File: src/lfcd_pkg.sv
// Constants, register map and types of the carrier detector and gain control block.
package lfcd_pkg;
    // ****************************************
    // Timing
    // ****************************************
    localparam int CLK_PERIOD_NS = 10;
    localparam int TLIMIT_US = 256;
    localparam int TLIMIT_CYC = (TLIMIT_US * 1000) / CLK_PERIOD_NS;
    localparam logic [5:0] SETTLE_PER = 6'h23;
    localparam logic [5:0] SELECT_PER = 6'h20;
    localparam logic [1:0] NOCAR_HALF = 2'h3;
    localparam logic [4:0] GAIN_MAX = 5'h1F;
    // ****************************************
    // Register map and fields
    // ****************************************
    localparam logic [5:0] ADDR_CFG = 6'h00;
    localparam logic [5:0] ADDR_AGC = 6'h01;
    localparam logic [5:0] ADDR_TOL = 6'h02;
    localparam logic [5:0] ADDR_GAIN = 6'h04;
    localparam logic [5:0] ADDR_BAND = 6'h08;
    localparam logic [5:0] ADDR_STR1 = 6'h0A;
    localparam logic [5:0] ADDR_STR2 = 6'h0B;
    localparam logic [5:0] ADDR_STR3 = 6'h0C;
    localparam logic [5:0] ADDR_STAT = 6'h14;
    localparam int TLIM_BIT = 3;
    localparam int AGC_UD_BIT = 5;
    localparam int DAMP_EN_BIT = 4;
    localparam int BOOST_BIT = 5;
    localparam int DRES_LSB = 4;
    localparam int BAND_LSB = 5;
    localparam logic [2:0] CH_EN_RST = 3'h7;
    localparam logic [2:0] BAND_LOW = 3'h7;
    // ****************************************
    // Direct commands
    // ****************************************
    localparam logic [1:0] CMD_MODE = 2'h3;
    localparam logic [5:0] CMD_CLEAR_WAKE = 6'h00;
    localparam logic [5:0] CMD_STR_RESET = 6'h01;
    // ****************************************
    // Types
    // ****************************************
    typedef struct packed {
        logic [2:0] ch_en;
        logic tlim;
        logic agc_ud;
        logic damp_en;
        logic boost;
        logic [1:0] tol;
        logic [1:0] damp_res;
        logic [3:0] start_red;
        logic [2:0] band;
    } lfcd_cfg_type;
    typedef enum logic [1:0] {
        ST_LISTEN = 2'h0,
        ST_SETTLE = 2'h1,
        ST_SELECT = 2'h3,
        ST_TRACK = 2'h2
    } lfcd_state_type;
endpackage : lfcd_pkg

File: src/lfcd_top.sv
// Carrier detection, gain control and channel selection of a three-channel wake-up receiver.
// Function
// - In listening mode every channel gain stays at its starting gain.
// - Gain control starts only after carrier detection and then lowers the gain.
// - Strength value is the inverse of the gain setting.
// - Band field selects window multiplier four, six, ten, eighteen or fourteen.
// - Boost bit adds gain; lowest band forces boost on.
// - Each channel enables separately; disabled channels skip detection and selection.
// - Zero crossings are counted in windows of N clock generator periods.
// - Detection needs a matching count in two consecutive windows.
// - Upper bands: tolerance field gives sixteen plus or minus six, four, two.
// - Lowest band: tolerance field gives eight plus or minus three, two, one.
// - Gain settles from the starting gain within thirty-five carrier periods.
// - Mode bit: zero allows only decreasing gain, one allows both directions.
// - Three five-bit strength values are held, each in its own register.
// - After settling, weaker active channels freeze; only the strongest keeps control.
// - Clear-wake or strength reset restores gain control; clear-wake returns to listening.
// - Optional time limit stops gain control 256 us after detection.
// - Strength reset restores gain only, keeping the detected carrier condition.
// - During data, three half-symbols without carrier reset the gain.
// - Clearing the wake state returns to listening with detection re-armed.
// - Four-bit starting-gain field reduces start gain in four decibel steps.
// - Damper enable bit and two-bit resistor selection drive the antenna damper.
// - Strongest channel connects to the demodulator after thirty-two carrier periods.
// - Direct commands carry mode bits 11 and a six-bit command code.
//
// The register offsets and the strobed register port were decided locally.
`timescale 1ns/1ps
module lfcd_top #(
    parameter int TLIMIT_CYC = lfcd_pkg::TLIMIT_CYC
) (
    // Clock and reset.
    input wire logic mclk,
    input wire logic reset,
    // Register port.
    input wire logic [5:0] reg_addr,
    input wire logic [7:0] reg_wdata,
    input wire logic reg_wr,
    input wire logic reg_rd,
    output logic [7:0] reg_rdata,
    // Direct command port.
    input wire logic cmd_valid,
    input wire logic [7:0] cmd_word,
    // Analog front end.
    input wire logic [2:0] lf_in,
    input wire logic clk_gen,
    input wire logic [2:0] level_high,
    input wire logic [2:0] level_low,
    // Data receiver.
    input wire logic data_rx,
    input wire logic half_sym_tick,
    // Amplifier and damper controls.
    output logic [2:0][4:0] vga_gain,
    output logic gain_boost,
    output logic damper_en,
    output logic [1:0] damper_res,
    output logic [2:0] ch_power,
    // Demodulator feed and status.
    output logic demod_carrier,
    output logic [1:0] demod_ch,
    output logic freq_det
);
    localparam int TL_W = $clog2(TLIMIT_CYC + 1);

    generate
        if (TLIMIT_CYC < 1) begin : g_bad_tlimit
            $error("TLIMIT_CYC must be at least one");
        end
    endgenerate

    // ****************************************
    // Functions
    // ****************************************
    function automatic logic [4:0] band_n(input logic [2:0] b);
        case (b)
            3'h0: band_n = 5'h04;
            3'h1: band_n = 5'h06;
            3'h2: band_n = 5'h0A;
            3'h3: band_n = 5'h12;
            3'h7: band_n = 5'h0E;
            default: band_n = 5'h04;
        endcase
    endfunction : band_n

    function automatic logic in_window(input logic [5:0] n, input logic [2:0] b, input logic [1:0] t);
        logic [5:0] ctr;
        logic [5:0] tol;
        ctr = (b == lfcd_pkg::BAND_LOW) ? 6'h08 : 6'h10;
        if (b == lfcd_pkg::BAND_LOW) begin
            tol = (t == 2'h0) ? 6'h03 : (t == 2'h1) ? 6'h02 : 6'h01;
        end else begin
            tol = (t == 2'h0) ? 6'h06 : (t == 2'h1) ? 6'h04 : 6'h02;
        end
        in_window = (n >= ctr - tol) && (n <= ctr + tol);
    endfunction : in_window

    function automatic logic [1:0] lowest(input logic [2:0] m);
        lowest = m[0] ? 2'h0 : m[1] ? 2'h1 : m[2] ? 2'h2 : 2'h0;
    endfunction : lowest

    function automatic logic [1:0] strongest(input logic [2:0][4:0] r, input logic [2:0] en);
        logic [1:0] best;
        best = lowest(en);
        for (int c = 0; c < 3; c++) begin
            if (en[c] && r[c] > r[best]) begin
                best = 2'(c);
            end
        end
        strongest = best;
    endfunction : strongest

    // ****************************************
    // Input synchronisers
    // ****************************************
    logic [9:0] s1, s2, s3, in_q, in_d;
    wire [9:0] raw = {level_low, level_high, clk_gen, lf_in};
    wire [9:0] next_in_q = (s2 & s3) | (in_q & (s2 ^ s3));
    wire [9:0] rise = in_q & ~in_d;
    wire [2:0] lf_rise = rise[2:0];
    wire cg_rise = rise[3];
    wire [2:0] lvl_hi = in_q[6:4];
    wire [2:0] lvl_lo = in_q[9:7];

    always_ff @(posedge mclk) begin
        if (reset) begin
            s1 <= 10'h000;
            s2 <= 10'h000;
            s3 <= 10'h000;
            in_q <= 10'h000;
            in_d <= 10'h000;
        end else begin
            s1 <= raw;
            s2 <= s1;
            s3 <= s2;
            in_q <= next_in_q;
            in_d <= in_q;
        end
    end

    // ****************************************
    // Registers and commands
    // ****************************************
    lfcd_pkg::lfcd_cfg_type cfg;
    lfcd_pkg::lfcd_state_type state, next_state;
    logic [2:0] frozen;
    wire cmd_hit = cmd_valid && cmd_word[7:6] == lfcd_pkg::CMD_MODE;
    wire clr = cmd_hit && cmd_word[5:0] == lfcd_pkg::CMD_CLEAR_WAKE;
    wire srst = cmd_hit && cmd_word[5:0] == lfcd_pkg::CMD_STR_RESET;
    wire [2:0][4:0] strength = ~vga_gain;
    wire [7:0] stat = {freq_det, frozen, demod_ch, state};
    wire [7:0] rd_mux =
        (reg_addr == lfcd_pkg::ADDR_CFG) ? {4'h0, cfg.tlim, cfg.ch_en} :
        (reg_addr == lfcd_pkg::ADDR_AGC) ? {2'h0, cfg.agc_ud, cfg.damp_en, 4'h0} :
        (reg_addr == lfcd_pkg::ADDR_TOL) ? {2'h0, cfg.boost, 3'h0, cfg.tol} :
        (reg_addr == lfcd_pkg::ADDR_GAIN) ? {2'h0, cfg.damp_res, cfg.start_red} :
        (reg_addr == lfcd_pkg::ADDR_BAND) ? {cfg.band, 5'h00} :
        (reg_addr == lfcd_pkg::ADDR_STR1) ? {3'h0, strength[0]} :
        (reg_addr == lfcd_pkg::ADDR_STR2) ? {3'h0, strength[1]} :
        (reg_addr == lfcd_pkg::ADDR_STR3) ? {3'h0, strength[2]} :
        (reg_addr == lfcd_pkg::ADDR_STAT) ? stat : 8'h00;

    always_ff @(posedge mclk) begin
        if (reset) begin
            cfg <= '{ch_en: lfcd_pkg::CH_EN_RST, default: '0};
            reg_rdata <= 8'h00;
        end else begin
            reg_rdata <= reg_rd ? rd_mux : 8'h00;
            if (reg_wr) begin
                case (reg_addr)
                    lfcd_pkg::ADDR_CFG: begin
                        cfg.ch_en <= reg_wdata[2:0];
                        cfg.tlim <= reg_wdata[lfcd_pkg::TLIM_BIT];
                    end
                    lfcd_pkg::ADDR_AGC: begin
                        cfg.agc_ud <= reg_wdata[lfcd_pkg::AGC_UD_BIT];
                        cfg.damp_en <= reg_wdata[lfcd_pkg::DAMP_EN_BIT];
                    end
                    lfcd_pkg::ADDR_TOL: begin
                        cfg.boost <= reg_wdata[lfcd_pkg::BOOST_BIT];
                        cfg.tol <= reg_wdata[1:0];
                    end
                    lfcd_pkg::ADDR_GAIN: begin
                        cfg.damp_res <= reg_wdata[lfcd_pkg::DRES_LSB +: 2];
                        cfg.start_red <= reg_wdata[3:0];
                    end
                    lfcd_pkg::ADDR_BAND: cfg.band <= reg_wdata[lfcd_pkg::BAND_LSB +: 3];
                    default: cfg <= cfg;
                endcase
            end
        end
    end

    assign damper_en = cfg.damp_en;
    assign damper_res = cfg.damp_res;
    assign ch_power = cfg.ch_en;

    // ****************************************
    // Frequency detector
    // ****************************************
    logic [4:0] win_cnt;
    logic [2:0][5:0] zc_cnt;
    logic [2:0] hit, det_ch, win_ok;
    wire win_end = cg_rise && win_cnt >= band_n(cfg.band) - 5'h01;
    wire [2:0] win_pass = win_ok & hit & cfg.ch_en;
    wire freq_hit = state == lfcd_pkg::ST_LISTEN && win_end && |win_pass;

    always_comb begin
        win_ok = 3'h0;
        for (int c = 0; c < 3; c++) begin
            win_ok[c] = in_window(zc_cnt[c], cfg.band, cfg.tol);
        end
    end

    always_ff @(posedge mclk) begin
        if (reset || clr) begin
            win_cnt <= 5'h00;
            zc_cnt <= '0;
            hit <= 3'h0;
            det_ch <= 3'h0;
            freq_det <= 1'b0;
        end else begin
            if (cg_rise) begin
                win_cnt <= win_end ? 5'h00 : win_cnt + 5'h01;
            end
            for (int c = 0; c < 3; c++) begin
                if (win_end) begin
                    zc_cnt[c] <= {5'h00, lf_rise[c]};
                    hit[c] <= win_ok[c];
                end else if (lf_rise[c] && zc_cnt[c] != 6'h3F) begin
                    zc_cnt[c] <= zc_cnt[c] + 6'h01;
                end
            end
            if (freq_hit) begin
                det_ch <= win_pass;
                freq_det <= 1'b1;
            end
        end
    end

    // ****************************************
    // Sequencing of settle and select
    // ****************************************
    logic [5:0] per_cnt;
    logic [1:0] nocar_cnt;
    logic car_seen;
    logic [TL_W-1:0] tl_cnt;
    wire ref_tick = lf_rise[lowest(det_ch & cfg.ch_en)];
    wire [5:0] per_lim = (state == lfcd_pkg::ST_SETTLE) ? lfcd_pkg::SETTLE_PER : lfcd_pkg::SELECT_PER;
    wire per_done = ref_tick && per_cnt == per_lim - 6'h01;
    wire car_now = car_seen || lf_rise[demod_ch];
    wire in_data = state == lfcd_pkg::ST_TRACK && data_rx;
    wire nocar_rst = in_data && half_sym_tick && !car_now && nocar_cnt == lfcd_pkg::NOCAR_HALF - 2'h1;
    wire agc_restart = srst || nocar_rst;
    wire restore = clr || agc_restart;
    wire tl_exp = cfg.tlim && tl_cnt == TL_W'(TLIMIT_CYC);
    wire [1:0] best_ch = strongest(strength, cfg.ch_en);
    wire sel_done = state == lfcd_pkg::ST_SELECT && per_done;

    always_comb begin
        next_state = state;
        case (state)
            lfcd_pkg::ST_LISTEN: if (freq_hit) next_state = lfcd_pkg::ST_SETTLE;
            lfcd_pkg::ST_SETTLE: if (per_done) next_state = lfcd_pkg::ST_SELECT;
            lfcd_pkg::ST_SELECT: if (per_done) next_state = lfcd_pkg::ST_TRACK;
            lfcd_pkg::ST_TRACK: next_state = lfcd_pkg::ST_TRACK;
            default: next_state = lfcd_pkg::ST_LISTEN;
        endcase
        if (clr) begin
            next_state = lfcd_pkg::ST_LISTEN;
        end else if (agc_restart && state != lfcd_pkg::ST_LISTEN) begin
            next_state = lfcd_pkg::ST_SETTLE;
        end
    end

    always_ff @(posedge mclk) begin
        if (reset) begin
            state <= lfcd_pkg::ST_LISTEN;
            per_cnt <= 6'h00;
            tl_cnt <= '0;
            nocar_cnt <= 2'h0;
            car_seen <= 1'b0;
        end else begin
            state <= next_state;
            per_cnt <= (state != next_state || restore) ? 6'h00 : per_cnt + {5'h00, ref_tick};
            if (state == lfcd_pkg::ST_LISTEN || restore) begin
                tl_cnt <= '0;
            end else if (cfg.tlim && !tl_exp) begin
                tl_cnt <= tl_cnt + TL_W'(1);
            end
            if (!in_data) begin
                nocar_cnt <= 2'h0;
                car_seen <= 1'b0;
            end else if (half_sym_tick) begin
                nocar_cnt <= (car_now || nocar_rst) ? 2'h0 : nocar_cnt + 2'h1;
                car_seen <= 1'b0;
            end else begin
                car_seen <= car_now;
            end
        end
    end

    // ****************************************
    // Gain control and channel selector
    // ****************************************
    wire [2:0] red_step = (cfg.start_red[3:1] >= 3'h2) ? cfg.start_red[3:1] - 3'h1 : 3'h0;
    wire [4:0] start_gain = lfcd_pkg::GAIN_MAX - {red_step, 2'h0};
    wire [2:0] agc_run = {3{state != lfcd_pkg::ST_LISTEN && !tl_exp}} & cfg.ch_en & ~frozen;

    always_ff @(posedge mclk) begin
        if (reset) begin
            vga_gain <= {3{lfcd_pkg::GAIN_MAX}};
            frozen <= 3'h0;
            demod_ch <= 2'h0;
            demod_carrier <= 1'b0;
            gain_boost <= 1'b0;
        end else begin
            gain_boost <= cfg.boost || cfg.band == lfcd_pkg::BAND_LOW;
            demod_carrier <= (state == lfcd_pkg::ST_TRACK) && in_q[demod_ch];
            for (int c = 0; c < 3; c++) begin
                if (state == lfcd_pkg::ST_LISTEN || restore) begin
                    vga_gain[c] <= start_gain;
                end else if (agc_run[c] && lf_rise[c]) begin
                    if (lvl_hi[c] && vga_gain[c] != 5'h00) begin
                        vga_gain[c] <= vga_gain[c] - 5'h01;
                    end else if (cfg.agc_ud && lvl_lo[c] && vga_gain[c] != lfcd_pkg::GAIN_MAX) begin
                        vga_gain[c] <= vga_gain[c] + 5'h01;
                    end
                end
            end
            if (state == lfcd_pkg::ST_LISTEN || restore) begin
                frozen <= 3'h0;
            end else if (sel_done) begin
                frozen <= cfg.ch_en & ~(3'h1 << best_ch);
                demod_ch <= best_ch;
            end
        end
    end
endmodule : lfcd_top

File: config.mk
export PLATFORM = sky130hd
export DESIGN_NAME = lfcd_top
export DESIGN_NICKNAME = d
export VERILOG_FILES = /design/src/lfcd_pkg.sv /design/src/lfcd_top.sv
export SDC_FILE = /design/constraint.sdc
export NUM_CORES = 1
export LEC_CHECK = 0
export ABC_AREA = 1
export BUFFER_PORTS_ARGS = -buffer_cell sky130_fd_sc_hd__buf_2
export CORE_UTILIZATION = 45
export DETAILED_ROUTE_END_ITERATION = 12
export SLEW_MARGIN = 20
export SYNTH_ARGS = -nofsm -noshare
export SYNTH_HDL_FRONTEND = slang
export SYNTH_SLANG_ARGS = --single-unit
File: constraint.sdc
create_clock -name mclk -period 4.92 [get_ports mclk]
set_input_delay 0.246 -clock mclk [delete_from_list [all_inputs] [get_ports mclk]]
set_output_delay 0.246 -clock mclk [all_outputs]
set_load 0.02 [all_outputs]
==> out/qor.yml, run 1 <==
status: "completed"
first_pass_iters: 5
cts-root-buf: "clkbuf_16"
grt-ovfl-total: 0
fin_crit_sh: 0.789
peakVddDrop_mv: 0.300
ff2ff_setup_slack_ns: 1.04
die-area_um2: 18600
grt_pass1_vias: 6623
cp.required_ns: 5.28
final_cell_mix: "nand2_1, inv_1, nor2_1, dfxtp_1, a21oi_1"
cp_max_fo: 12
ys_types: 49
portBuffers: 72
drc_errors: 0
crit_type: "register to register"
rows: 48
final_common_cell: "nand2_1"
die_h_um: 136
antenna_found_initial: 0
grt_max_degree: 59
nets: 1308
num_vias: 7241
rsz0062_at_grt: "false"
synthArstFlopShare: 0
multi_input_area_um2: 4380
synth_cells: 1126
drt.antenna.violating_nets: 0
fin_crit_ns: 3.88
slew_violations: 0
seq_power_share: 0.459
grt_usage: 0.230
cap_violations: 0
maxSlewHeadroom: 0.511
fin_ws_ns: 1.04
clk_pin_slew_worst_paths_ns: 0.06
combPwrFrac: 0.035
synth.avg_cell_area_um2: 7.23
core_um2: 17500
syn_area_um2: 8140
synth_seq_cells: 148
stdcell_area_um2: 9290
fillCellCount: 1728
wire_per_inst_um: 14.0
drt_iter0_drc: 459
cts_tree: "yes"
antennaDiodeCount: 0
drive_gt1_frac: 0.121
synth_edf_count: 0
fin_skew_ns: 0.00779
cts_hold_buffers: 0
reg2regPathDepth: 22
pre_cts_ws_ns: 1.08
p_leak_nw: 4.29
ys_warn_count: 0
clk_latency_ns: 0.43
p_int_mw: 2.05
yosys_most_used_dff: "dfxtp_1"
clock-sinks: 148
r2r_start: "ch_power[2]$_SDFFE_PP1P_"
register_area_um2: 2960
cp-startpoint: "ch_power[2]$_SDFFE_PP1P_"
hold_class: "input port to register"
htree_levels: 4
placed_cell_area_um2: 8690
cp_data_arrival_time_ns: 4.24
pwr-share-clk: 0.506
synth_area_leaders: "dfxtp_1, ha_1, nand2_1, inv_1, nor2_1"
p_per_area_nw_per_um2: 285
area_delta_synth_final_pct: 14.1
die_width_um: 136
reg2reg_to: "frozen[2]$_SDFFE_PP0P_"
postCtsSetupBuffers: 0
yosysSeqAreaShare: 0.364
dp_hpwl_um: 15000
clk_path_buf_depth: 2
synth.net_count: 1235
fmax_mhz: 258
totalWireLength_um: 20100
setup_tns_ns: 0
hold_viol: 0
avgViaCountPerCell: 5.04
post-route-util: 0.532
place_congestion: 0.875
start_util: 0.466
ios: 73
critPathLaunchType: "register"
switchingPower_mw: 0.596
crit_path_end: "frozen[2]$_SDFFE_PP0P_"
cp-end-kind: "register"
cts_buffers: 17
synth_top_cell_area_share: 0.364
swShare: 0.225
cts_resized: 0
synth_top_cell_by_area: "dfxtp_1"
tightest_slew_ns: 0.732
grt_pass1_wl_um: 33000
setup_violations: 0
[synthesized netlist by cell type (4+ instances only)]
cell type and number:
o21ai_0 67, buf_4 5, inv_1 172, nor2_2 4, dfxtp_1 148, nor4_1 8
nand2_2 5, a31oi_1 6, clkbuf_1 7, or2_2 11, nand4_1 16, nand2_1 177
xor2_1 18, ha_1 67, inv_2 7, xnor2_1 10, nor3_1 21, and3_1 4
buf_1 5, nor2_1 154, o22ai_1 7, a21oi_1 84, nand3_1 61, o211ai_1 14
[stage by stage]
step | power (mW) | hold slack [ns] | cells
global placement | 1.33 | 0.391 | 1405
detailed placement | 1.34 | 0.395 | 1405
CTS | 2.67 | 0.00758 | 1437
global route | 2.74 | 0.00550 | 1437
floorplan | 1.30 | 0.353 | 1126
finish | 2.65 | 0.0188 | 1437
[state kept, by name, indices dropped and copies added (netlist names), 4 cells and up]
register	flops
tl_cnt	15
s1	10
in_d	4
cfg	12
in_q	10
win_cnt	5
per_cnt	6
reg_rdata	8
s3	10
vga_gain	15
s2	10
zc_cnt	18
[final cells by class]
| cell class | count | share of cell area |
|---|---|---|
| inverters | 182 | 0.0735 |
| repair buffers | 75 | 0.0412 |
| flip-flops and latches | 148 | 0.319 |
| clock inverters | 12 | 0.0167 |
| well taps | 225 | 0.0303 |
| clock buffers | 20 | 0.0481 |
| multi-input cells | 775 | 0.471 |
[power groups by stage]
stage / clock (mW) / sequential [mW] / combinational (mW)
finish: 1.34 / 1.22 / 0.0916
global route: 1.42 / 1.22 / 0.105
CTS: 1.36 / 1.22 / 0.0920
detailed placement: 0 / 1.24 / 0.0912
global placement: 0 / 1.24 / 0.0911
floorplan: 0 / 1.24 / 0.0538
[routing by layer]
| metal | track usage | share of wire |
|---|---|---|
| met1 | 0.322 | 0.50 |
| met5 | 0 | 0 |
| met2 | 0.348 | 0.43 |
| met4 | 0.0840 | 0.021 |
| met3 | 0.0451 | 0.057 |
[worst max-delay path, cell delays in order, from the launching register on]
cell and delay, ns:
dfxtp_1 0.39, inv_1 0.14, nor2_1 0.14, nand2_1 0.23, inv_1 0.19, nand2_1 0.10, o211ai_1 0.12, ha_1 0.27
a21oi_1 0.18, o221ai_1 0.13, o211ai_1 0.10, nand2_1 0.19, inv_1 0.19, nor2_1 0.06, o21ai_0 0.21, ha_1 0.28
a21oi_1 0.12, o21ai_0 0.11, o21ai_0 0.23, nand2_1 0.11, inv_1 0.10, nand3_1 0.08, a21oi_1 0.14
[cell families after synthesis]
logic type      Yosys count  share of synthesized area
compound gates          199                      0.137
xor+xnor                 28                     0.0301
fa+ha+maj                70                      0.110
buf+inv                 203                     0.0981
flops                   148                      0.364
simple gates            478                      0.260
[how the worst min path moves through the flow]
| stage | startpoint | to | slack (ns) | cells after the start |
|---|---|---|---|---|
| final | level_low[0] | s1[7]$_SDFF_PP0_ | 0.02 | 3 |
| after global routing | level_low[0] | s1[7]$_SDFF_PP0_ | 0.005 | 3 |
| after CTS | lf_in[2] | s1[2]$_SDFF_PP0_ | 0.008 | 3 |
| after detailed placement | s1[8]$_SDFF_PP0_ | s2[8]$_SDFF_PP0_ | 0.40 | 2 |
| after global placement | s1[0]$_SDFF_PP0_ | s2[0]$_SDFF_PP0_ | 0.39 | 2 |
| after floorplan | lf_in[0] | s1[0]$_SDFF_PP0_ | 0.35 | 2 |
No activity file was read; power rests on OpenSTA's default activity.
==> run 2: changes to the inputs <==
Clock period 4.92 ns to 3.62 ns, I/O delays scaled along.
==> run 2 against run 1 <==
Worst hold slack lost 0.0095 ns. Sequential share of layout area shrank 0.80 points. Sequential cell count is the same. Combinational power grew 54%. Non-clock buffer count grew 30. Die area is the same. Power grew 34%. Worst setup slack lost 0.73 ns. Critical path type unchanged. Largest power group unchanged. Highest routed layer unchanged.
==> out/qor.yml, run 2 (synthesis gave the netlist of run 1 again) <==
stdcell_area_um2: 9530
cts_tree: "yes"
tightest_slew_ns: 0.722
grt-ovfl-total: 0
num_vias: 7492
die_h_um: 136
grt_pass1_wl_um: 34100
top_register: "zc_cnt"
reg_top3: "zc_cnt x18, tl_cnt x15, vga_gain x15"
setup_tns_ns: 0
grt_usage: 0.238
cp_max_fo: 11
place_congestion: 0.896
p_leak_nw: 4.41
top_usage_layer: "met2"
cap_violations: 0
rows: 48
clock-sinks: 148
cpMostUsedCell: "inv_1"
post-route-util: 0.545
htree_levels: 4
maxSlewHeadroom: 0.513
wire_per_inst_um: 14.0
die_width_um: 136
cp-end-kind: "register"
drive_gt1_frac: 0.136
clk_latency_ns: 0.43
slew_violations: 0
grt_use_met1: 0.329
reg2reg_to: "frozen[2]$_SDFFE_PP0P_"
nets: 1338
status: "completed"
antenna_found_initial: 0
cpPeakStageDelay_ns: 0.34
pre_cts_ws_ns: 0.0555
p_per_area_nw_per_um2: 373
dp_hpwl_um: 15500
hold_viol: 0
ff2ff_setup_slack_ns: 0.31
holdPathStages: 3
crit_path_top_delay_cell: "dfxtp_1"
clk_pin_slew_worst_paths_ns: 0.06
avgViaCountPerCell: 5.11
area_delta_synth_final_pct: 17.1
clk_path_buf_depth: 2
fin_crit_sh: 0.914
antennaDiodeCount: 0
start_util: 0.466
totalWireLength_um: 20600
final_cell_mix: "nand2_1, inv_1, nor2_1, dfxtp_1, a21oi_1"
cp.required_ns: 3.98
setup_violations: 0
fin_ws_ns: 0.310
reg2regPathDepth: 22
fin_skew_ns: 0.00715
ios: 73
cts-root-buf: "clkbuf_16"
drt.antenna.violating_nets: 0
min_from: "reg_wdata[3]"
drt_iter0_drc: 501
peakVddDrop_mv: 0.335
grt_util_met3: 0.0507
fmax_mhz: 302
largest_register_ffs: 18
cts_buffers: 17
min_to: "cfg[14]$_SDFFE_PP0P_"
path_cells: "inv_1 -> nor2_2 -> nand2_1 -> buf_4 -> nand3_1 -> o211ai_1 -> ha_1 -> nand4_1 -> o221ai_1 -> o211ai_1 -> nand2_2 -> inv_1 -> nor2_1 -> o21ai_0 -> ha_1 -> a21oi_1 -> o21ai_0 -> o21ai_1 -> nand2_1 -> inv_1 -> nand3_1 -> a21oi_1"
grt_max_degree: 58
core_um2: 17500
grt_pass1_vias: 6743
cp_data_arrival_time_ns: 3.67
critPathLaunchType: "register"
crit_type: "register to register"
r2r_start: "ch_power[2]$_SDFFE_PP1P_"
first_pass_iters: 5
final_common_cell: "nand2_1"
cp_top_family: "compound AO/OA/AOI/OAI gates"
drc_errors: 0
die-area_um2: 18600
met2_usage: 0.365
path_buf_inv: 4
placed_cell_area_um2: 8820
fin_crit_ns: 3.31
portBuffers: 72
hold_class: "input port to register"
run 2: worst max-delay path by stage:
stage | slack (ns) | to | depth (start not counted) | start
2_1_floorplan | 0.42 | frozen[0]$_SDFFE_PP0P_ | 20 | ch_power[1]$_SDFFE_PP1P_
3_3_place_gp | 0.18 | frozen[0]$_SDFFE_PP0P_ | 20 | ch_power[1]$_SDFFE_PP1P_
3_5_place_dp | 0.06 | frozen[0]$_SDFFE_PP0P_ | 20 | ch_power[1]$_SDFFE_PP1P_
4_1_cts | 0.04 | frozen[0]$_SDFFE_PP0P_ | 20 | ch_power[1]$_SDFFE_PP1P_
5_1_grt | -0.05 | frozen[2]$_SDFFE_PP0P_ | 22 | ch_power[2]$_SDFFE_PP1P_
6_report | 0.31 | frozen[2]$_SDFFE_PP0P_ | 22 | ch_power[2]$_SDFFE_PP1P_
run 2: layout make-up:
class / instances / area [µm²]
well taps: 225 / 282
clock buffers: 20 / 457
fillers: 1721 / 7950
inverters: 182 / 683
repair buffers: 105 / 636
multi-input cells: 775 / 4380
flip-flops and latches: 148 / 2960
clock inverters: 11 / 126
run 2: report_power, final:
part | leakage (nW) | total, mW | switching (mW) | internal, mW
Sequential | 1.20 | 1.65 | 0.00697 | 1.65
Clock | 0.275 | 1.76 | 0.711 | 1.05
Combinational | 2.93 | 0.141 | 0.0868 | 0.0545
Total | 4.41 | 3.55 | 0.804 | 2.75
run 2: layer usage:
layer	vias up	wire (µm)
met4	0	336
met3	28	1080
met5	-	0
li1	3875	-
met1	3391	9920
met2	198	9230
run 2: stage by stage:
| step | instances | hold WS, ns | power (mW) |
|---|---|---|---|
| 6_report | 1466 | 0.00922 | 3.55 |
| 5_1_grt | 1466 | 0.0359 | 3.69 |
| 4_1_cts | 1465 | 0.000476 | 3.59 |
| 3_5_place_dp | 1423 | 0.389 | 1.82 |
| 3_3_place_gp | 1423 | 0.381 | 1.82 |
| 2_1_floorplan | 1126 | 0.288 | 1.76 |
run 2: timing repair:
action	CTS	global route
resized for setup	0	4
buffers inserted	0	1
hold endpoints to repair	11	0
hold buffers	11	0
endpoints found under the setup margin	0	5
run 2: worst min-delay path, cell delays in order:
cell    delay (ns)
buf_2         0.09
nor3_1        0.04
nor2_1        0.08
==> run 3: changes to the inputs <==
Settings changed: CELL_PAD_IN_SITES_DETAIL_PLACEMENT set to 1, CELL_PAD_IN_SITES_GLOBAL_PLACEMENT set to 2, CORE_UTILIZATION 45 to 34, PLACE_DENSITY_LB_ADDON set to 0.1.
==> run 3 against run 2 <==
Worst hold slack improved by 0.00079 ns. Global-route usage decreased by 2.3 points. Die area increased by 32%. Power increased by 2.3%. Clock-buffer cell count decreased by 3. Non-clock buffer count increased by 3. Critical endpoint is now frozen[0]$_SDFFE_PP0P_. Largest power group unchanged. Highest routed layer unchanged.
==> out/qor.yml, run 3 (synthesis gave the netlist of run 1 again) <==
fin_crit_sh: 0.922
final_cell_mix: "nand2_1, inv_1, nor2_1, dfxtp_1, a21oi_1"
grt_pass1_vias: 7744
start_util: 0.347
wire_per_inst_um: 16.0
grt_max_degree: 58
crit_type: "register to register"
r2r_start: "ch_power[2]$_SDFFE_PP1P_"
fin_ws_ns: 0.283
htree_levels: 4
status: "completed"
p_leak_nw: 4.45
antenna_found_initial: 0
setup_violations: 0
nets: 1342
peakVddDrop_mv: 0.255
post-route-util: 0.415
cp-startpoint: "ch_power[2]$_SDFFE_PP1P_"
num_vias: 7692
critPathLaunchType: "register"
fillCellCount: 2983
drive_gt1_frac: 0.152
die-area_um2: 24600
reg_top3: "zc_cnt x18, tl_cnt x15, vga_gain x15"
drt.antenna.violating_nets: 0
slew_violations: 0
totalWireLength_um: 25000
place_congestion: 0.861
rows: 56
total_power_mw: 3.64
first_pass_iters: 4
setup_tns_ns: 0
final_cells: 1565
pre_cts_ws_ns: -0.0531
cts_buffers: 17
core_um2: 23500
largest_register_ffs: 18
clk_latency_ns: 0.44
clk_path_buf_depth: 2
hold_viol: 0
cts_tree: "yes"
drc_errors: 0
dp_hpwl_um: 19000
cp-end-kind: "register"
place_inst: 1518
cap_violations: 0
grt_usage: 0.215
fin_crit_ns: 3.34
area_delta_synth_final_pct: 19.8
antennaDiodeCount: 0
min_from: "reg_wdata[4]"
cp.required_ns: 3.93
avgViaCountPerCell: 4.92
ios: 73
hold_class: "input port to register"
p_per_area_nw_per_um2: 373
grt_pass1_wl_um: 40600
cp_max_fo: 8
final_common_cell: "nand2_1"
fmax_mhz: 300
rsz0062_at_grt: "true"
grt-ovfl-total: 0
cts-root-buf: "clkbuf_16"
drt_iter0_drc: 302
die_h_um: 157
die_width_um: 157
portBuffers: 72
clock-sinks: 148
top_register: "zc_cnt"
maxSlewHeadroom: 0.542
cp_data_arrival_time_ns: 3.65
tightest_slew_ns: 0.680
fin_skew_ns: 0.0140
clk_pin_slew_worst_paths_ns: 0.08
-- run 3: cell types whose count changed in the layout (fill, tap and decap cells not counted), moves of 3 or more --
cell        change
inv_8           +4
clkinv_8        +6
buf_4           +3
o21ai_1         +3
a21oi_1         -4
a21oi_2         +4
o21ai_0         -4
clkinvlp_4      -3
-- run 3: final cells by class --
type / instances / area (µm²) / area share
Clock inverter: 15 / 185 / 0.0190
Clock buffer: 17 / 425 / 0.0436
Timing Repair Buffer: 108 / 659 / 0.0676
Timing Repair inverter: 1 / 3.75 / 0.000385
Sequential cell: 148 / 2970 / 0.304
Tap cell: 319 / 399 / 0.0409
Multi-Input combinational cell: 775 / 4430 / 0.454
Inverter: 182 / 687 / 0.0704
-- run 3: worst max-delay path, cell delays in order, from the launching register on --
cell and delay [ns]:
dfxtp_2 0.33, inv_1 0.05, nor2_2 0.13, nand2_2 0.08, buf_6 0.14, nand3_1 0.07
o211ai_1 0.11, ha_1 0.34, nand4_1 0.14, o221ai_2 0.17, o211ai_1 0.12, nand2_2 0.16
inv_4 0.07, nor2_4 0.09, o21ai_2 0.08, ha_1 0.34, a21oi_2 0.15, o21ai_1 0.08
o21ai_1 0.19, nand2_1 0.11, o211ai_1 0.18, a21oi_1 0.08
-- run 3: repair_timing --
item / CTS / global route
cloned: 0 / 1
pin swaps: 0 / 14
endpoints found under the setup margin: 4 / 11
hold buffers: 10 / 0
buffers inserted: 0 / 4
endpoints found under the hold margin: 10 / 0
resized for setup: 3 / 24
-- run 3: stage by stage --
stage	hold WS (ns)	area, µm²
6_report	0.0100	9750
2_1_floorplan	0.288	8140
3_5_place_dp	0.389	8950
5_1_grt	0.0112	9750
3_3_place_gp	0.380	8950
4_1_cts	0.000802	9660
-- run 3: path summary, 6_finish.rpt --
kind | slack [ns] | end | depth (start not counted)
max reg2reg | 0.28 | frozen[0]$_SDFFE_PP0P_ | 21
min | 0.01 | damper_res[0]$_SDFFE_PP0P_ | 3
min reg2reg | 0.41 | s2[8]$_SDFF_PP0_ | 2
max | 0.28 | frozen[0]$_SDFFE_PP0P_ | 21
-- run 3: per-layer routing --
layer | vias to the layer above | GRT usage | part of all wire
met5 | - | 0 | 0
li1 | 3880 | - | -
met2 | 105 | 0.378 | 0.48
met4 | 0 | 0.0598 | 0.020
met1 | 3675 | 0.268 | 0.47
met3 | 32 | 0.0379 | 0.029
-- run 3: report_power, final --
group	switching [mW]	leakage [nW]	internal, mW
sequential	0.00756	1.20	1.64
combinational	0.0924	2.96	0.0557
clock	0.900	0.293	0.938
